## src/rtl/mcs_regs.svh

```systemverilog
`ifndef MCS_REGS_SVH
`define MCS_REGS_SVH

// Register address on the serial control port
`define MCS_ADDR_CONFIG     5'h03
`define MCS_ADDR_W          5
`define MCS_REG_W           32

// Serial instruction layout
`define MCS_INSTR_READ      7
`define MCS_INSTR_ADDR_HI   4
`define MCS_INSTR_BITS      6'h08
`define MCS_FRAME_BITS      6'h28

// Field positions of multichip_sync_config
`define MCS_THRESH_HI       31
`define MCS_THRESH_LO       27
`define MCS_RX_EN           26
`define MCS_TX_EN           25
`define MCS_FIXED_LOW_A     24
`define MCS_RX_DLY_HI       23
`define MCS_RX_DLY_LO       19
`define MCS_ERR_AUTO        18
`define MCS_FIXED_LOW_B     17
`define MCS_SLAVE           16
`define MCS_TX_DLY_HI       15
`define MCS_TX_DLY_LO       11
`define MCS_FIXED_HIGH      10
`define MCS_TX_ON_FALL      9
`define MCS_LOOPBACK        8
`define MCS_CLKST_HI        7
`define MCS_CLKST_LO        4
`define MCS_WIN_HI          3
`define MCS_WIN_LO          0

// Reset value: fixed-high position set, everything else off
`define MCS_CFG_RESET       32'h0000_0400

// Sync output half period in sample clock cycles
`define MCS_SYNC_HALF       8'h10

`endif

```

## src/rtl/mcs_pkg.sv

```systemverilog
`default_nettype none

package mcs_pkg;

  typedef struct packed {
    logic sclk;
    logic csN;
    logic sdi;
  } mcs_spi_in_t;

  typedef struct packed {
    logic sdo;
    logic sdoOeN;
  } mcs_spi_out_t;

  typedef struct packed {
    logic       syncOut;
    logic       syncOutOnFall;
    logic [4:0] syncOutDelay;
    logic [4:0] syncInDelay;
    logic [3:0] windowDelay;
  } mcs_sync_pins_t;

  typedef struct packed {
    logic       locked;
    logic       syncError;
    logic [3:0] clkGenState;
  } mcs_status_t;

endpackage

`default_nettype wire

```

## src/rtl/mcs_sync2.sv

```systemverilog
`default_nettype none

module mcs_sync2 #(
  parameter int W = 1
) (
  input  wire logic         clk_sys,
  input  wire logic         rst,
  input  wire logic [W-1:0] async,
  output logic      [W-1:0] synced
);

  typedef struct packed {
    logic [W-1:0] stage1;
    logic [W-1:0] stage2;
  } mcs_sync_state_t;

  mcs_sync_state_t st_reg;
  mcs_sync_state_t st_next;

  always_comb begin
    st_next        = st_reg;
    st_next.stage1 = async;
    st_next.stage2 = st_reg.stage1;
  end

  always_ff @(posedge clk_sys or posedge rst) begin
    if (rst) begin
      st_reg <= '0;
    end else begin
      st_reg <= st_next;
    end
  end

  assign synced = st_reg.stage2;

endmodule

`default_nettype wire

```

## src/rtl/mcs_control.sv

```systemverilog
`include "mcs_regs.svh"
`default_nettype none

module mcs_control (
  input  wire logic                   clk_sys,
  input  wire logic                   rst,
  input  wire mcs_pkg::mcs_spi_in_t   spiIn,
  output mcs_pkg::mcs_spi_out_t       spiOut,
  input  wire logic                   syncInPin,
  input  wire logic                   dataSyncPolarity,
  input  wire logic                   dataClkIn,
  output logic                        dataClkOut,
  output logic                        dataClkOeN,
  input  wire logic [15:0]            dataIn,
  output logic      [15:0]            dataLatched,
  output logic                        dataStrobe,
  output mcs_pkg::mcs_sync_pins_t     syncPins,
  output mcs_pkg::mcs_status_t        status
);

  typedef struct packed {
    logic [`MCS_REG_W-1:0] cfg;
    logic [7:0]            instr;
    logic [31:0]           shift;
    logic [5:0]            bitCnt;
    logic                  sclkPrev;
    logic                  sdo;
    logic                  sdoOeN;
    logic                  dataClkPrev;
    logic                  dataClkOut;
    logic                  dataClkOeN;
    logic [15:0]           dataLatched;
    logic                  dataStrobe;
    logic                  syncOut;
    logic [7:0]            txTimer;
    logic                  rxPrev;
    logic [7:0]            rxGap;
    logic [4:0]            runCnt;
    logic                  locked;
    logic                  checkDone;
    logic                  syncError;
    logic [3:0]            clkGenState;
    logic [3:0]            windowDelay;
  } mcs_ctl_state_t;

  mcs_ctl_state_t st_reg;
  mcs_ctl_state_t st_next;

  mcs_pkg::mcs_spi_in_t spiSync;
  logic                 syncInSync;
  logic                 dataClkSync;

  // SPI and sync pins arrive from other clocks
  mcs_sync2 #(.W(5)) u_pin_sync (
    .clk_sys (clk_sys),
    .rst     (rst),
    .async   ({spiIn, syncInPin, dataClkIn}),
    .synced  ({spiSync, syncInSync, dataClkSync})
  );

  logic [15:0] dataInSync;

  // Data bus takes the same two stages as its clock, so both stay aligned
  mcs_sync2 #(.W(16)) u_data_sync (
    .clk_sys (clk_sys),
    .rst     (rst),
    .async   (dataIn),
    .synced  (dataInSync)
  );

  logic       rxEn;
  logic       txEn;
  logic       slave;
  logic       rxSample;
  logic       rxEdge;
  logic       gapOk;
  logic       sclkRise;
  logic       sclkFall;
  logic       addrHit;
  logic       latchEdge;
  logic [4:0] threshold;

  always_comb begin
    rxEn      = st_reg.cfg[`MCS_RX_EN];
    txEn      = st_reg.cfg[`MCS_TX_EN];
    slave     = st_reg.cfg[`MCS_SLAVE];
    threshold = st_reg.cfg[`MCS_THRESH_HI:`MCS_THRESH_LO];
    // Own pulse replaces the pins in loopback with the driver on
    rxSample  = (txEn && st_reg.cfg[`MCS_LOOPBACK]) ? st_reg.syncOut
                                                    : syncInSync;
    rxEdge    = rxEn && (rxSample != st_reg.rxPrev);
    gapOk     = (st_reg.rxGap == (`MCS_SYNC_HALF - 8'h01));
    sclkRise  = spiSync.sclk && !st_reg.sclkPrev;
    sclkFall  = !spiSync.sclk && st_reg.sclkPrev;
    addrHit   = (st_reg.instr[`MCS_INSTR_ADDR_HI:0] == `MCS_ADDR_CONFIG);
    // Polarity zero latches on the falling edge
    latchEdge = dataSyncPolarity ? (dataClkSync && !st_reg.dataClkPrev)
                                 : (!dataClkSync && st_reg.dataClkPrev);
  end

  always_comb begin
    st_next            = st_reg;
    st_next.sclkPrev   = spiSync.sclk;
    st_next.dataStrobe = 1'b0;

    // Serial port: instruction byte, then 32 data bits, MSB first
    if (spiSync.csN) begin
      st_next.bitCnt = '0;
      st_next.sdoOeN = 1'b1;
    end else if (sclkRise && st_reg.bitCnt < `MCS_FRAME_BITS) begin
      st_next.bitCnt = st_reg.bitCnt + 6'h01;
      if (st_reg.bitCnt < `MCS_INSTR_BITS) begin
        st_next.instr = {st_reg.instr[6:0], spiSync.sdi};
      end else begin
        st_next.shift = {st_reg.shift[30:0], spiSync.sdi};
      end
      // Write commits only on a complete word; partial frames are dropped
      if (st_reg.bitCnt == `MCS_FRAME_BITS - 6'h01 &&
          !st_reg.instr[`MCS_INSTR_READ] && addrHit) begin
        st_next.cfg = {st_reg.shift[30:0], spiSync.sdi};
      end
    end else if (sclkFall && st_reg.instr[`MCS_INSTR_READ] &&
                 st_reg.bitCnt >= `MCS_INSTR_BITS &&
                 st_reg.bitCnt < `MCS_FRAME_BITS) begin
      // Unmapped addresses read back as zero
      st_next.sdoOeN = 1'b0;
      st_next.sdo    = addrHit ?
        st_reg.cfg[5'(`MCS_FRAME_BITS - 6'h01 - st_reg.bitCnt)] : 1'b0;
    end

    // Data clock pin: driven in master mode, input in slave mode
    st_next.dataClkOeN  = slave;
    st_next.dataClkOut  = slave ? 1'b0 : !st_reg.dataClkOut;
    st_next.dataClkPrev = dataClkSync;
    if (slave && latchEdge) begin
      st_next.dataLatched = dataInSync;
      st_next.dataStrobe  = 1'b1;
    end

    // Output pulse generator
    if (txEn) begin
      if (st_reg.txTimer == `MCS_SYNC_HALF - 8'h01) begin
        st_next.txTimer = '0;
        st_next.syncOut = !st_reg.syncOut;
      end else begin
        st_next.txTimer = st_reg.txTimer + 8'h01;
      end
    end else begin
      st_next.txTimer = '0;
      st_next.syncOut = 1'b0;
    end

    // Window delay word only matters with the driver on
    st_next.windowDelay = txEn ? st_reg.cfg[`MCS_WIN_HI:`MCS_WIN_LO]
                               : 4'h0;

    // Free-running clock generator, reloaded on synchronization
    st_next.clkGenState = st_reg.clkGenState + 4'h1;

    // Receiver: correlate edge spacing against the expected half period
    if (!rxEn) begin
      st_next.rxPrev    = 1'b0;
      st_next.rxGap     = '0;
      st_next.runCnt    = '0;
      st_next.locked    = 1'b0;
      st_next.checkDone = 1'b0;
      st_next.syncError = 1'b0;
    end else begin
      st_next.rxPrev = rxSample;
      st_next.rxGap  = (rxEdge || st_reg.rxGap == 8'hFF) ? 8'h00
                                                          : st_reg.rxGap + 8'h01;
      if (rxEdge && !st_reg.locked) begin
        if (!gapOk) begin
          st_next.runCnt = '0;
        end else if (st_reg.runCnt >= threshold) begin
          st_next.locked      = 1'b1;
          st_next.clkGenState = st_reg.cfg[`MCS_CLKST_HI:`MCS_CLKST_LO];
        end else begin
          st_next.runCnt = st_reg.runCnt + 5'h01;
        end
      end else if (rxEdge && st_reg.locked) begin
        // Manual mode checks one edge; automatic keeps checking
        if (st_reg.cfg[`MCS_ERR_AUTO] || !st_reg.checkDone) begin
          st_next.checkDone = 1'b1;
          if (!gapOk) begin
            st_next.syncError = 1'b1;
          end
        end
      end
    end
  end

  always_ff @(posedge clk_sys or posedge rst) begin
    if (rst) begin
      st_reg            <= '0;
      st_reg.cfg        <= `MCS_CFG_RESET;
      st_reg.sdoOeN     <= 1'b1;
      st_reg.dataClkOeN <= 1'b0;
    end else begin
      st_reg <= st_next;
    end
  end

  always_comb begin
    spiOut.sdo            = st_reg.sdo;
    spiOut.sdoOeN         = st_reg.sdoOeN;
    dataClkOut            = st_reg.dataClkOut;
    dataClkOeN            = st_reg.dataClkOeN;
    dataLatched           = st_reg.dataLatched;
    dataStrobe            = st_reg.dataStrobe;
    syncPins.syncOut      = st_reg.syncOut;
    // Pad cell retimes on the falling edge when set
    syncPins.syncOutOnFall = st_reg.cfg[`MCS_TX_ON_FALL];
    syncPins.syncOutDelay = st_reg.cfg[`MCS_TX_DLY_HI:`MCS_TX_DLY_LO];
    syncPins.syncInDelay  = st_reg.cfg[`MCS_RX_DLY_HI:`MCS_RX_DLY_LO];
    syncPins.windowDelay  = st_reg.windowDelay;
    status.locked         = st_reg.locked;
    status.syncError      = st_reg.syncError;
    status.clkGenState    = st_reg.clkGenState;
  end

endmodule

`default_nettype wire

```

## config.mk

```make
export PLATFORM = sky130hd
export DESIGN_NAME = mcs_control
export DESIGN_NICKNAME = d
export VERILOG_FILES = /design/src/rtl/mcs_pkg.sv /design/src/rtl/mcs_sync2.sv /design/src/rtl/mcs_control.sv
export VERILOG_INCLUDE_DIRS = /design/src /design/src/rtl
export SDC_FILE = /design/constraint.sdc
export NUM_CORES = 1
export LEC_CHECK = 0
export ABC_AREA = 0
export ABC_CLOCK_PERIOD_IN_PS = 8100
export BUFFER_PORTS_ARGS = -buffer_cell sky130_fd_sc_hd__buf_2
export CORE_UTILIZATION = 42
export CTS_CLUSTER_SIZE = 16
export DETAILED_ROUTE_END_ITERATION = 16
export GPL_ROUTABILITY_DRIVEN = 0
export SLEW_MARGIN = 20
export SYNTH_ARGS = -nofsm -noshare
export SYNTH_HDL_FRONTEND = slang
export SYNTH_SLANG_ARGS = --single-unit
```

## constraint.sdc

```tcl
create_clock -name clk_sys -period 8.1 [get_ports clk_sys]
set_input_delay 1.215 -clock clk_sys [delete_from_list [all_inputs] [get_ports clk_sys]]
set_output_delay 1.215 -clock clk_sys [all_outputs]
set_load 0.01 [all_outputs]
```

# ---- Word level (Yosys, flattened, before mapping)
# Cells that the tools add are included.
dict set report word_totals {
  ff_bits 177
  in_bits 24
  out_inout_bits 43
  word_cells 124
}
dict set report classes {
  addsub 6
  order_cmp 5
  n_eq_ne 16
  n_mux 31
  bitwise_logic 3
  reduce_logical 37
}
# operator n
set ops {}
lappend ops {{$mux 4} 5}
lappend ops {{$mux 6} 3}
lappend ops {{$reduce_and 3->1} 6}
lappend ops {{$mux 17} 1}
lappend ops {{$add 8x1->8 const B} 2}
lappend ops {{$eq 8x4->1 const B} 2}
lappend ops {{$mux 8} 2}
lappend ops {{$logic_and 1x1->1} 15}
lappend ops {{$ne 2x1->1 const B} 7}
lappend ops {{$mux 1} 13}
lappend ops {{$mux 5} 2}
lappend ops {{$logic_not 1->1} 9}
lappend ops {{$mux 9} 1}
lappend ops {{$eq 8x8->1 const B} 1}
lappend ops {{$add 6x1->6 const B} 1}
lappend ops {{$eq 6x6->1 const B} 1}
lappend ops {{$ge 6x4->1 const B} 1}
lappend ops {{$lt 5x6->1 const B} 1}
lappend ops {{$lt 6x4->1 const B} 1}
lappend ops {{$lt 6x6->1 const B} 1}
lappend ops {{$mux 2} 3}
lappend ops {{$add 5x1->5 const B} 1}
lappend ops {{$bmux 1 s5} 1}
lappend ops {{$eq 5x2->1 const B} 1}
lappend ops {{other kinds (11)} 17}

# ---- Logic depth before layout (Yosys ltp)
# Gate-level depths: netlist (run 1).
dict set report depth {
  ltp_word 8
  ltp_mapped 9
  depth_no_buf 8
}

# ---- Cells and area by module
# Synthesis (run 1) repeated with hierarchy kept, for this count alone.
dict set report unflattened {
  hier_cells 512
  area_unflattened_um2 7129.3
}
# mod n_inst cells_per_inst area_each_um2 seq_area_each_um2
set by_module_without_submodules {}
lappend by_module_without_submodules {mcs_control 1 468 6070.8 3355.7}
lappend by_module_without_submodules {{mcs_sync2 at u_data_sync} 1 33 804.5 800.8}
lappend by_module_without_submodules {{mcs_sync2 at u_pin_sync} 1 11 254.0 250.2}

# ---- Worst setup path before layout (run 1)
# No wires, ideal clock.
dict set report synth_timing {
  path_type {input to register}
  startpoint {input dataSyncPolarity}
  endpoint {register st_reg, in the netlist dataLatched[0]}
  setup_ps 125
  arrival_ps 2276
  required_ps 7975
  path_slack_ps 5700
  stages 6
  path_buffers 1
  cell_sequence {nor2_1 > nand2_1 > o21ai_0 > nand2_1 > clkbuf_1 > mux2_2}
}
dict set report synth_via {
  elab_chain_len 2
}
# element line
set synth_lines {}
lappend synth_lines {{from (decl)} mcs_control.sv:10} ;# input wire logic dataSyncPolarity,
lappend synth_lines {{$mux 1} mcs_control.sv:97} ;# latchEdge = dataSyncPolarity ? (dataClkSync && !st_reg.dataClkPrev)
lappend synth_lines {{$logic_and 1x1->1} mcs_control.sv:135} ;# if (slave && latchEdge) begin
lappend synth_lines {{to (signal assigned)} mcs_control.sv:200} ;# st_reg <= st_next;
lappend synth_lines {{to (decl)} mcs_control.sv:46} ;# mcs_ctl_state_t st_reg;
# No other way between the ends.
# A chain may end at the register's enable or synchronous reset.

# ---- Worst setup path in the final report (run 1)
dict set report layout_timing {
  startpoint {register st_reg[14] (netlist bit)}
  endpoint {register st_reg[14] (netlist bit)}
}
dict set report layout_via {
  elab_chain_len 5
  elab_cells_between_ends 8
  cone_classes {add/sub (1); order compare (1); eq/ne (1); mux (4); reduce/logical (1)}
}
# element line
set layout_lines {}
lappend layout_lines {{$add 5x1->5} mcs_control.sv:179} ;# st_next.runCnt = st_reg.runCnt + 5'h01;
lappend layout_lines {{$mux 5} mcs_control.sv:175} ;# end else if (st_reg.runCnt >= threshold) begin
lappend layout_lines {{$mux 5} mcs_control.sv:173} ;# if (!gapOk) begin
lappend layout_lines {{$mux 6} mcs_control.sv:172} ;# if (rxEdge && !st_reg.locked) begin
lappend layout_lines {{$mux 17} mcs_control.sv:161} ;# if (!rxEn) begin
# Several ways; a longest one is shown, not always the timed one. The select of a mux whose other input is x is not followed.

==> results of run 1 <==
[per-layer routing]
metal  GRT usage  routed length (µm)  up-vias  part of all wire
li1            -                   -     1766                 -
met1       0.192                5640     1886              0.49
met2       0.231                5460       54              0.47
met3      0.0375                 348       12             0.030
met4      0.0594                 155        0             0.013
met5           0                   0        -                 0
[synthesized netlist by cell type, types with 7 or more instances]
master / instances / share of area
sky130_fd_sc_hd__xor2_1: 8 / 0.0098
sky130_fd_sc_hd__mux2_1: 31 / 0.049
sky130_fd_sc_hd__and3_1: 8 / 0.0070
sky130_fd_sc_hd__mux4_2: 9 / 0.028
sky130_fd_sc_hd__and2_1: 8 / 0.0070
sky130_fd_sc_hd__inv_1: 14 / 0.0074
sky130_fd_sc_hd__clkbuf_1: 8 / 0.0042
sky130_fd_sc_hd__buf_2: 7 / 0.0049
sky130_fd_sc_hd__nor2_1: 24 / 0.013
sky130_fd_sc_hd__dfrtp_1: 174 / 0.61
sky130_fd_sc_hd__buf_4: 41 / 0.043
sky130_fd_sc_hd__o21ai_1: 9 / 0.0063
sky130_fd_sc_hd__nand2_1: 28 / 0.015
sky130_fd_sc_hd__mux2_2: 50 / 0.079
sky130_fd_sc_hd__ha_1: 12 / 0.021
sky130_fd_sc_hd__nand3_1: 12 / 0.0084
sky130_fd_sc_hd__xnor2_1: 13 / 0.016
[power groups by stage]
stage / combinational (mW) / sequential (mW) / clock, mW
after floorplan: 0.0360 / 0.932 / 0
after global placement: 0.0453 / 0.940 / 0
after detailed placement: 0.0472 / 0.942 / 0
after CTS: 0.0476 / 0.926 / 0.840
after global routing: 0.0534 / 0.930 / 0.876
final: 0.0453 / 0.925 / 0.816
[path summary, 6_finish.rpt]
path                                                 start                        endpoint  slack (ns)  cells after the start
max                                 st_reg[14]$_DFFE_PP0P_          st_reg[14]$_DFFE_PP0P_        5.63                      7
max reg2reg                         st_reg[14]$_DFFE_PP0P_          st_reg[14]$_DFFE_PP0P_        5.63                      7
min in group asynchronous                              rst  u_pin_sync.synced[0]$_DFF_PP0_        0.94                      2
min reg2reg                u_pin_sync.st_next[1]$_DFF_PP0_  u_pin_sync.synced[1]$_DFF_PP0_        0.35                      0
min                        u_pin_sync.st_next[1]$_DFF_PP0_  u_pin_sync.synced[1]$_DFF_PP0_        0.35                      0
max in group asynchronous                              rst          st_reg[70]$_DFFE_PP0P_        5.90                      3
[per-stage QoR]
| step | utilization | setup WS (ns) | instance area [µm²] |
|---|---|---|---|
| final | 0.482 | 5.63 | 8000 |
| after global routing | 0.482 | 5.38 | 8000 |
| after CTS | 0.482 | 5.61 | 8000 |
| after detailed placement | 0.446 | 5.16 | 7390 |
| after global placement | 0.446 | 5.25 | 7390 |
| after floorplan | - | 2.11 | 7140 |
[worst max-delay path, stage by stage (launching register included)]
cell and delay (ns):
sky130_fd_sc_hd__dfrtp_1 0.43, sky130_fd_sc_hd__ha_1 0.33, sky130_fd_sc_hd__a21o_1 0.18, sky130_fd_sc_hd__a21oi_1 0.23, sky130_fd_sc_hd__o21ai_4 0.12, sky130_fd_sc_hd__a2111oi_4 0.55
sky130_fd_sc_hd__nand2_1 0.22, sky130_fd_sc_hd__o41ai_2 0.31
[layout make-up]
cell class / instances / area (µm²) / area share
Clock buffer: 24 / 502 / 0.0627
Clock inverter: 8 / 101 / 0.0127
Inverter: 15 / 63.8 / 0.00798
Multi-Input combinational cell: 261 / 2300 / 0.287
Sequential cell: 176 / 4410 / 0.551
Tap cell: 220 / 275 / 0.0344
Timing Repair Buffer: 69 / 353 / 0.0441
[cells by family (layout without fill, tap and decap cells)]
logic type	after synthesis	count (layout)
flops	176	176
simple gates	100	100
mux	97	97
buf+inv	73	116
compound gates	31	31
xor+xnor	21	21
fa+ha+maj	12	12
==> run_summary.xml, run 1 <==
<?xml version="1.0" encoding="UTF-8"?>
<metrics>
  <group name="synthesis">
    <metric name="synth-compound-area-share" unit="">0.0343</metric>
    <metric name="synth_seq_area_share" unit="">0.617</metric>
    <metric name="synth.mux.area_fraction" unit="">0.168</metric>
    <metric name="synthesis.area_per_instance" unit="µm²">14.0</metric>
    <metric name="synth_adder_area_share" unit="">0.0210</metric>
    <metric name="synth.yosys.warnings" unit="">0</metric>
    <metric name="yosys.area_share.xor_xnor" unit="">0.0257</metric>
    <metric name="synth-seq-cells" unit="">176</metric>
    <metric name="post_synth_inst_count" unit="">510</metric>
    <metric name="synth_cell_type_count" unit="">47</metric>
    <metric name="yosys.area_share.simple" unit="">0.0708</metric>
    <metric name="synth_async_sr_flop_share" unit="">1.00</metric>
    <metric name="number_of_enable_type_register_cells_in_the_synthesized_netlist" unit="">0</metric>
    <metric name="synth_top_family_by_area" unit="">multiplexers</metric>
    <metric name="mappedNetlistArea" unit="µm²">7140</metric>
    <metric name="ys.flop_type" unit="">sky130_fd_sc_hd__dfrtp_1</metric>
    <metric name="net_count_after_synthesis" unit="">546</metric>
  </group>
  <group name="power">
    <metric name="power.share.combinational" unit="">0.025</metric>
    <metric name="switchingPower" unit="µW">365</metric>
    <metric name="total_leakage_power" unit="nW">3.95</metric>
    <metric name="worst_ir_drop_on_vdd" unit="µV">116</metric>
    <metric name="p_int" unit="mW">1.42</metric>
    <metric name="powerDensity" unit="nW/µm²">223</metric>
    <metric name="power.share.switching" unit="">0.204</metric>
    <metric name="power_frac_seq" unit="">0.518</metric>
    <metric name="power.share.clock" unit="">0.457</metric>
    <metric name="totalPowerFinal" unit="mW">1.79</metric>
  </group>
  <group name="route">
    <metric name="initialDrtViolationCount" unit="">151</metric>
    <metric name="remaining_number_of_nets_flagged_by_the_antenna_check_after_routing" unit="">0</metric>
    <metric name="wl_per_cell" unit="µm">15.0</metric>
    <metric name="vias" unit="">3718</metric>
    <metric name="dr.pass1.iters" unit="">4</metric>
    <metric name="post-route-drc-count" unit="">0</metric>
    <metric name="detail_route.vias_per_cell" unit="">4.81</metric>
    <metric name="routed_wl" unit="µm">11600</metric>
  </group>
  <group name="place">
    <metric name="dpl.hpwl" unit="µm">7650</metric>
    <metric name="place_inst" unit="">741</metric>
    <metric name="buffer_ports.inserted" unit="">66</metric>
  </group>
  <group name="sta">
    <metric name="maxSlewViolCount" unit="">0</metric>
    <metric name="timing.slew.headroom" unit="">0.487</metric>
    <metric name="finalClockSkew" unit="ns">0.0118</metric>
    <metric name="worstMarginPinSlew" unit="ns">0.768</metric>
    <metric name="grt_setup_unrepaired" unit="">false</metric>
    <metric name="finalSetupTns" unit="ns">0</metric>
    <metric name="fmax" unit="GHz">0.405</metric>
    <metric name="final_min_period_over_clock_period" unit="">0.305</metric>
    <metric name="fin_hold_ws" unit="ns">0.346</metric>
    <metric name="setup_viol" unit="">0</metric>
    <metric name="finalHoldViolations" unit="">0</metric>
    <metric name="layout_min_cycle_time" unit="ns">2.47</metric>
  </group>
  <group name="die">
    <metric name="row_count" unit="">47</metric>
    <metric name="die_footprint" unit="µm²">17500</metric>
    <metric name="die_x" unit="µm">132</metric>
    <metric name="initial_core_util" unit="">0.431</metric>
    <metric name="total_core_area" unit="µm²">16600</metric>
    <metric name="fp.dieH" unit="µm">132</metric>
    <metric name="io-pin-count" unit="">67</metric>
  </group>
  <group name="setup_path">
    <metric name="worst_ep_required_time" unit="ns">8.41</metric>
    <metric name="endpoint_kind" unit="">flip-flop</metric>
    <metric name="critPathKind" unit="">reg -&gt; reg</metric>
    <metric name="worst-endpoint-arrival" unit="ns">2.79</metric>
    <metric name="cp-start-kind" unit="">flip-flop</metric>
    <metric name="timing.critical_path.fanout_max" unit="">7</metric>
  </group>
  <group name="clock_tree">
    <metric name="htreeDepth" unit="">4</metric>
    <metric name="number_of_sinks_handled_by_clock_tree_synthesis" unit="">176</metric>
    <metric name="cts_clk_pin_slew_worst_paths" unit="ns">0.06</metric>
    <metric name="cts.repair_timing.setup_buffer_count" unit="">0</metric>
    <metric name="clock_tree_from_tritoncts" unit="">done</metric>
    <metric name="holdBufCountCts" unit="">0</metric>
    <metric name="clock_tree_root_driver_cell" unit="">sky130_fd_sc_hd__clkbuf_16</metric>
    <metric name="cts-root-to-sink-buffers" unit="">2</metric>
    <metric name="worstSkewPairLatency" unit="ns">0.42</metric>
    <metric name="tritoncts.num_buffers" unit="">17</metric>
    <metric name="ctsResizeCount" unit="">0</metric>
  </group>
  <group name="global_routing">
    <metric name="number_of_global_route_vias_before_repair" unit="">3966</metric>
    <metric name="grt_start_max_net_pins" unit="">119</metric>
    <metric name="grt.total_usage" unit="">0.146</metric>
    <metric name="grt_pass1_wl" unit="µm">20100</metric>
    <metric name="overflow" unit="">0</metric>
    <metric name="antenna_violations_before_repair" unit="">0</metric>
  </group>
  <group name="final_layout">
    <metric name="final_common_cell" unit="">sky130_fd_sc_hd__dfrtp_1</metric>
    <metric name="mostFrequentLayoutCells" unit="">174 x sky130_fd_sc_hd__dfrtp_1, 66 x sky130_fd_sc_hd__buf_2, 50 x sky130_fd_sc_hd__mux2_2</metric>
    <metric name="n_fill_cell" unit="">1453</metric>
    <metric name="antenna_cells_inserted" unit="">0</metric>
    <metric name="drive_above_1_share" unit="">0.315</metric>
    <metric name="final-instance-count-excl-fill" unit="">773</metric>
    <metric name="nets" unit="">576</metric>
    <metric name="area_growth_syn_to_layout" unit="%">12.0</metric>
    <metric name="flip_flop_count_of_the_largest_register_all_copies_and_words_added" unit="">89</metric>
  </group>
  <group name="status">
    <metric name="outcome" unit="">finished, final reports clean</metric>
  </group>
  <group name="job">
    <metric name="max-cap-violations" unit="">0</metric>
  </group>
  <group name="hold_path">
    <metric name="timing.hold.worst.class" unit="">reg -&gt; reg</metric>
  </group>
</metrics>
(Power assumes the default switching activity.)
==> run 2, diff against run 1 <==
- ABC_AREA: 0 -> 1
- ABC_CLOCK_PERIOD_IN_PS: 8100 -> 2270
- clock period: 8.1 -> 2.27 ns (I/O delays scaled with it)
==> run_summary.xml, run 2 <==
<?xml version="1.0" encoding="UTF-8"?>
<metrics>
  <group name="status">
    <metric name="outcome" unit="">finished, final reports clean</metric>
  </group>
  <group name="final_layout">
    <metric name="mostFrequentLayoutCells" unit="">195 x sky130_fd_sc_hd__nand2_1, 174 x sky130_fd_sc_hd__dfrtp_1, 78 x sky130_fd_sc_hd__inv_1</metric>
    <metric name="final_common_cell" unit="">sky130_fd_sc_hd__nand2_1</metric>
    <metric name="flip_flop_count_of_the_largest_register_all_copies_and_words_added" unit="">89</metric>
    <metric name="antenna_cells_inserted" unit="">0</metric>
    <metric name="final-instance-count-excl-fill" unit="">1039</metric>
    <metric name="area_growth_syn_to_layout" unit="%">14.6</metric>
    <metric name="finish.instance_area" unit="µm²">8320</metric>
    <metric name="nets" unit="">843</metric>
    <metric name="drive_above_1_share" unit="">0.154</metric>
  </group>
  <group name="clock_tree">
    <metric name="cts.repair_timing.setup_buffer_count" unit="">0</metric>
    <metric name="holdBufCountCts" unit="">10</metric>
    <metric name="number_of_sinks_handled_by_clock_tree_synthesis" unit="">176</metric>
    <metric name="worstSkewPairLatency" unit="ns">0.43</metric>
    <metric name="cts-root-to-sink-buffers" unit="">2</metric>
    <metric name="cts_clk_pin_slew_worst_paths" unit="ns">0.06</metric>
    <metric name="htreeDepth" unit="">4</metric>
    <metric name="clock_tree_root_driver_cell" unit="">sky130_fd_sc_hd__clkbuf_16</metric>
    <metric name="clock_tree_from_tritoncts" unit="">done</metric>
    <metric name="ctsResizeCount" unit="">0</metric>
    <metric name="tritoncts.num_buffers" unit="">17</metric>
  </group>
  <group name="sta">
    <metric name="final_min_period_over_clock_period" unit="">0.821</metric>
    <metric name="finalHoldViolations" unit="">0</metric>
    <metric name="fmax" unit="GHz">0.537</metric>
    <metric name="grt_setup_unrepaired" unit="">false</metric>
    <metric name="setup_viol" unit="">0</metric>
    <metric name="worstMarginPinSlew" unit="ns">0.592</metric>
    <metric name="timing.slew.headroom" unit="">0.601</metric>
    <metric name="maxSlewViolCount" unit="">0</metric>
    <metric name="finalClockSkew" unit="ns">0.00927</metric>
    <metric name="layout_min_cycle_time" unit="ns">1.86</metric>
  </group>
  <group name="setup_path">
    <metric name="critPathKind" unit="">reg -&gt; reg</metric>
    <metric name="endpoint_kind" unit="">flip-flop</metric>
    <metric name="worst_ep_required_time" unit="ns">2.57</metric>
    <metric name="worst-endpoint-arrival" unit="ns">2.16</metric>
    <metric name="timing.critical_path.fanout_max" unit="">38</metric>
    <metric name="cp-start-kind" unit="">flip-flop</metric>
  </group>
  <group name="synthesis">
    <metric name="synth_cell_type_count" unit="">37</metric>
    <metric name="synth-seq-cells" unit="">176</metric>
    <metric name="mappedNetlistArea" unit="µm²">7260</metric>
    <metric name="synth.yosys.warnings" unit="">0</metric>
    <metric name="synth_seq_area_share" unit="">0.607</metric>
    <metric name="number_of_enable_type_register_cells_in_the_synthesized_netlist" unit="">0</metric>
    <metric name="synth.area.top_cells" unit="">sky130_fd_sc_hd__dfrtp_1 60%, sky130_fd_sc_hd__nand2_1 10%, sky130_fd_sc_hd__buf_4 4.3%, sky130_fd_sc_hd__inv_1 4.1%, sky130_fd_sc_hd__o21ai_1 4.1%</metric>
    <metric name="synthesis.area_per_instance" unit="µm²">9.59</metric>
    <metric name="synth.most_common_cell" unit="">sky130_fd_sc_hd__nand2_1</metric>
    <metric name="synthTopCellsByCount" unit="">195 x sky130_fd_sc_hd__nand2_1, 174 x sky130_fd_sc_hd__dfrtp_1, 79 x sky130_fd_sc_hd__inv_1</metric>
    <metric name="post_synth_inst_count" unit="">757</metric>
    <metric name="net_count_after_synthesis" unit="">793</metric>
    <metric name="ys.flop_type" unit="">sky130_fd_sc_hd__dfrtp_1</metric>
    <metric name="synth_async_sr_flop_share" unit="">1.00</metric>
    <metric name="yosys.area.top_type_share" unit="">0.600</metric>
    <metric name="netlist.top_cell.by_area" unit="">sky130_fd_sc_hd__dfrtp_1</metric>
  </group>
  <group name="power">
    <metric name="powerDensity" unit="nW/µm²">761</metric>
    <metric name="worst_ir_drop_on_vdd" unit="µV">571</metric>
    <metric name="total_leakage_power" unit="nW">4.07</metric>
  </group>
  <group name="route">
    <metric name="remaining_number_of_nets_flagged_by_the_antenna_check_after_routing" unit="">0</metric>
    <metric name="dr.pass1.iters" unit="">4</metric>
    <metric name="post-route-drc-count" unit="">0</metric>
    <metric name="initialDrtViolationCount" unit="">229</metric>
    <metric name="routed_wl" unit="µm">13600</metric>
    <metric name="vias" unit="">4939</metric>
    <metric name="wl_per_cell" unit="µm">13.1</metric>
    <metric name="detail_route.vias_per_cell" unit="">4.75</metric>
  </group>
  <group name="die">
    <metric name="fp.dieH" unit="µm">133</metric>
    <metric name="total_core_area" unit="µm²">16700</metric>
    <metric name="die_footprint" unit="µm²">17800</metric>
    <metric name="row_count" unit="">47</metric>
    <metric name="initial_core_util" unit="">0.435</metric>
    <metric name="io-pin-count" unit="">67</metric>
    <metric name="die_x" unit="µm">133</metric>
  </group>
  <group name="place">
    <metric name="dpl.hpwl" unit="µm">9630</metric>
    <metric name="cell_area_after_placement" unit="µm²">7610</metric>
    <metric name="buffer_ports.inserted" unit="">66</metric>
    <metric name="place_inst" unit="">996</metric>
  </group>
  <group name="global_routing">
    <metric name="grt_start_max_net_pins" unit="">49</metric>
    <metric name="overflow" unit="">0</metric>
    <metric name="grt.total_usage" unit="">0.166</metric>
    <metric name="number_of_global_route_vias_before_repair" unit="">4943</metric>
    <metric name="grt_pass1_wl" unit="µm">23200</metric>
    <metric name="antenna_violations_before_repair" unit="">0</metric>
  </group>
  <group name="job">
    <metric name="max-cap-violations" unit="">0</metric>
  </group>
  <group name="hold_path">
    <metric name="timing.hold.worst.class" unit="">in -&gt; reg</metric>
  </group>
</metrics>
[run 2: changes by cell type in the layout (fill, tap and decap cells not counted), sizes merged, moves of 16 or more]
cell | previous run | this run
nand2 | 29 | 199
mux2 | 84 | 0
o21ai | 11 | 87
inv | 16 | 83
nand3 | 12 | 44
nor2 | 24 | 40
[run 2: report_power, final]
| group | internal [mW] | switching, mW |
|---|---|---|
| clock | 1.66 | 1.21 |
| combinational | 0.0802 | 0.130 |
| sequential | 3.21 | 0.0428 |
[run 2: per-stage QoR]
step | setup WS [ns] | power, mW | setup TNS, ns | util | hold WS, ns
after floorplan | -0.322 | 3.42 | -55.94 | - | 0.331
after global placement | 0.487 | 3.50 | 0 | 0.456 | 0.333
after detailed placement | 0.399 | 3.51 | 0 | 0.456 | 0.335
after CTS | 0.383 | 6.41 | 0 | 0.497 | 0.000986
after global routing | 0.237 | 6.56 | 0 | 0.498 | 0.000228
final | 0.407 | 6.33 | 0 | 0.498 | 0.0193
[run 2: final cells by class]
class	count	area, µm²
clock buffer	20	447
clock inverter	11	134
fill	1605	8390
inverter	85	323
multi-input combinational	435	2120
sequential	176	4410
tap	220	275
timing repair buffer	92	606
[run 2: logic make-up (layout without fill, tap and decap cells)]
group | after synthesis | after routing | share of synthesized area
buf+inv | 146 | 208 | 0.101
simple gates | 305 | 305 | 0.181
xor+xnor | 10 | 10 | 0.0121
compound gates | 108 | 108 | 0.0784
fa+ha+maj | 12 | 12 | 0.0207
flops | 176 | 176 | 0.607
[run 2: path summary, 6_finish.rpt]
kind | endpoint | slack [ns] | depth (start not counted) | start
hold reg to reg | u_data_sync.synced[7]$_DFF_PP0_ | 0.35 | 0 | u_data_sync.st_next[7]$_DFF_PP0_
setup / recovery | syncPins[5]$_DFFE_PP0P_ | 0.41 | 7 | st_reg[58]$_DFFE_PP0N_
min in group asynchronous | st_reg[53]$_DFF_PP0_ | 0.52 | 3 | rst
setup reg to reg | syncPins[5]$_DFFE_PP0P_ | 0.41 | 7 | st_reg[58]$_DFFE_PP0N_
max in group asynchronous | spiOut[0]$_DFFE_PP1P_ | 1.07 | 4 | rst
hold / removal | u_data_sync.st_next[9]$_DFF_PP0_ | 0.02 | 1 | dataIn[9]
[run 2: worst max-delay path, cell delays in order, from the launching register on]
cell,delay (ns)
sky130_fd_sc_hd__dfrtp_1,0.55
sky130_fd_sc_hd__ha_1,0.23
sky130_fd_sc_hd__nand2_1,0.09
sky130_fd_sc_hd__nor4_2,0.33
sky130_fd_sc_hd__nand3b_4,0.11
sky130_fd_sc_hd__buf_4,0.26
sky130_fd_sc_hd__nand2_1,0.10
sky130_fd_sc_hd__o21ai_1,0.06
[run 2: metal layers]
| layer | vias to the layer above | wire length, µm | GRT usage |
|---|---|---|---|
| li1 | 2462 | - | - |
| met1 | 2383 | 6300 | 0.209 |
| met2 | 78 | 6580 | 0.277 |
| met3 | 16 | 533 | 0.0449 |
| met4 | 0 | 189 | 0.0568 |
| met5 | - | 0 | 0 |
==> run 3, diff against run 2 <==
- ABC_CLOCK_PERIOD_IN_PS: 2270 -> 1700
- clock period: 2.27 -> 1.7 ns (I/O delays scaled with it)
==> run_summary.xml, run 3 (synthesized netlist as in run 2, its figures left out) <==
<?xml version="1.0" encoding="UTF-8"?>
<metrics>
  <group name="status">
    <metric name="outcome" unit="">finished, final reports clean</metric>
  </group>
  <group name="sta">
    <metric name="setup_viol" unit="">0</metric>
    <metric name="fin_hold_ws" unit="ns">0.349</metric>
    <metric name="finalClockSkew" unit="ns">0.00585</metric>
    <metric name="maxSlewViolCount" unit="">0</metric>
    <metric name="timing.slew.headroom" unit="">0.675</metric>
    <metric name="worstMarginPinSlew" unit="ns">0.488</metric>
    <metric name="layout_min_cycle_time" unit="ns">1.60</metric>
    <metric name="fmax" unit="GHz">0.626</metric>
    <metric name="finalSetupTns" unit="ns">0</metric>
    <metric name="finalHoldViolations" unit="">0</metric>
    <metric name="final_min_period_over_clock_period" unit="">0.940</metric>
  </group>
  <group name="final_layout">
    <metric name="n_fill_cell" unit="">1561</metric>
    <metric name="flip_flop_count_of_the_largest_register_all_copies_and_words_added" unit="">89</metric>
    <metric name="final_common_cell" unit="">sky130_fd_sc_hd__nand2_1</metric>
    <metric name="ff_latch_area" unit="µm²">4410</metric>
    <metric name="nets" unit="">870</metric>
    <metric name="mostFrequentLayoutCells" unit="">195 x sky130_fd_sc_hd__nand2_1, 173 x sky130_fd_sc_hd__dfrtp_1, 77 x sky130_fd_sc_hd__inv_1</metric>
    <metric name="antenna_cells_inserted" unit="">0</metric>
    <metric name="multi_input_comb_area" unit="µm²">2180</metric>
    <metric name="area_growth_syn_to_layout" unit="%">18.8</metric>
    <metric name="drive_above_1_share" unit="">0.182</metric>
  </group>
  <group name="place">
    <metric name="dpl.hpwl" unit="µm">9480</metric>
    <metric name="buffer_ports.inserted" unit="">66</metric>
  </group>
  <group name="clock_tree">
    <metric name="cts_clk_pin_slew_worst_paths" unit="ns">0.07</metric>
    <metric name="htreeDepth" unit="">4</metric>
    <metric name="worstSkewPairLatency" unit="ns">0.43</metric>
    <metric name="number_of_sinks_handled_by_clock_tree_synthesis" unit="">176</metric>
    <metric name="cts-root-to-sink-buffers" unit="">2</metric>
    <metric name="tritoncts.num_buffers" unit="">17</metric>
    <metric name="clock_tree_from_tritoncts" unit="">done</metric>
    <metric name="clock_tree_root_driver_cell" unit="">sky130_fd_sc_hd__clkbuf_16</metric>
  </group>
  <group name="hold_path">
    <metric name="worst_hold_path.num_cells" unit="">0</metric>
    <metric name="timing.hold.worst.class" unit="">reg -&gt; reg</metric>
  </group>
  <group name="global_routing">
    <metric name="grt.total_usage" unit="">0.172</metric>
    <metric name="antenna_violations_before_repair" unit="">0</metric>
    <metric name="number_of_global_route_vias_before_repair" unit="">5117</metric>
    <metric name="grt_start_max_net_pins" unit="">84</metric>
    <metric name="grt_pass1_wl" unit="µm">24300</metric>
    <metric name="overflow" unit="">0</metric>
  </group>
  <group name="setup_path">
    <metric name="timing.critical_path.fanout_max" unit="">9</metric>
    <metric name="worst-endpoint-arrival" unit="ns">1.91</metric>
    <metric name="worst-path-buf-inv" unit="">2</metric>
    <metric name="worst_ep_required_time" unit="ns">2.02</metric>
    <metric name="critical_path.cell_chain" unit="">inv_1 &gt; ha_1 &gt; nand3_1 &gt; o21bai_1 &gt; nand2_1 &gt; nand3_2 &gt; o21ai_0 &gt; inv_1</metric>
    <metric name="slowest_delay" unit="ns">0.35</metric>
    <metric name="path_common_cell" unit="">sky130_fd_sc_hd__inv_1</metric>
    <metric name="endpoint_kind" unit="">flip-flop</metric>
    <metric name="reg2reg_depth" unit="">8</metric>
    <metric name="cp-start-kind" unit="">flip-flop</metric>
    <metric name="slowest_stage_cell_crit_path" unit="">sky130_fd_sc_hd__dfrtp_1</metric>
    <metric name="critical_path_cell_count" unit="">8</metric>
    <metric name="critPathKind" unit="">reg -&gt; reg</metric>
    <metric name="path_delay_family" unit="">simple AND/OR/NAND/NOR gates</metric>
  </group>
  <group name="route">
    <metric name="dr.pass1.iters" unit="">4</metric>
    <metric name="routed_wl" unit="µm">13900</metric>
    <metric name="wl_per_cell" unit="µm">13.0</metric>
    <metric name="initialDrtViolationCount" unit="">277</metric>
    <metric name="detail_route.vias_per_cell" unit="">4.68</metric>
    <metric name="remaining_number_of_nets_flagged_by_the_antenna_check_after_routing" unit="">0</metric>
    <metric name="vias" unit="">4998</metric>
    <metric name="post-route-drc-count" unit="">0</metric>
  </group>
  <group name="power">
    <metric name="totalPowerFinal" unit="mW">8.49</metric>
    <metric name="total_leakage_power" unit="nW">4.22</metric>
    <metric name="powerDensity" unit="nW/µm²">985</metric>
    <metric name="worst_ir_drop_on_vdd" unit="µV">680</metric>
  </group>
  <group name="die">
    <metric name="total_core_area" unit="µm²">16700</metric>
    <metric name="row_count" unit="">47</metric>
    <metric name="fp.dieH" unit="µm">133</metric>
    <metric name="io-pin-count" unit="">67</metric>
    <metric name="die_x" unit="µm">133</metric>
    <metric name="die_footprint" unit="µm²">17800</metric>
    <metric name="initial_core_util" unit="">0.435</metric>
  </group>
  <group name="job">
    <metric name="max-cap-violations" unit="">0</metric>
  </group>
</metrics>
run 3: what timing repair did:
action | CTS | global route
endpoints found under the hold margin | 75 | 0
hold buffers | 22 | 0
pin swaps | 0 | 4
resized for setup | 1 | 14
setup buffers | 0 | 5
setup endpoints to repair | 1 | 32
run 3: final timing paths:
| kind | from | end | slack, ns |
|---|---|---|---|
| worst min register to register | u_data_sync.st_next[14]$_DFF_PP0_ | u_data_sync.synced[14]$_DFF_PP0_ | 0.35 |
| min in group asynchronous | rst | dataClkOeN$_DFF_PP0_ | 0.49 |
| worst max register to register | st_reg[133]$_DFFE_PP0P_ | status[0]$_DFF_PP0_ | 0.10 |
| worst max-delay path | st_reg[133]$_DFFE_PP0P_ | status[0]$_DFF_PP0_ | 0.10 |
| worst min-delay path | u_data_sync.st_next[14]$_DFF_PP0_ | u_data_sync.synced[14]$_DFF_PP0_ | 0.35 |
| max in group asynchronous | rst | st_reg[120]$_DFFE_PP0P_ | 0.75 |
run 3: through the flow:
| step | setup slack [ns] | cell area [µm²] | instances | util |
|---|---|---|---|---|
| 2_1_floorplan | -0.806 | 7260 | 757 | - |
| 3_3_place_gp | 0.0156 | 7720 | 1008 | 0.462 |
| 3_5_place_dp | -0.00452 | 7720 | 1008 | 0.462 |
| 4_1_cts | 0.0621 | 8530 | 1062 | 0.511 |
| 5_1_grt | -0.0302 | 8620 | 1067 | 0.516 |
| 6_report | 0.102 | 8620 | 1067 | 0.516 |
run 3: cell type report:
type                            instances  share of cell area
Multi-Input combinational cell        435               0.252
Clock buffer                           18              0.0510
Sequential cell                       176               0.511
Inverter                               85              0.0375
Timing Repair Buffer                  119              0.0990
Tap cell                              220              0.0319
Clock inverter                         14              0.0168
run 3: power breakdown:
group          switching (mW)  internal (mW)  total, mW
clock network            1.74           2.11       3.85
logic                   0.185          0.122      0.307
registers              0.0518           4.28       4.34
total                    1.97           6.52       8.49
run 3: per-layer routing:
layer,global-route usage,vias up,share of wire
li1,-,2522,-
met1,0.223,2384,0.47
met2,0.283,84,0.49
met3,0.0457,8,0.038
met4,0.0549,0,0.0091
met5,0,-,0
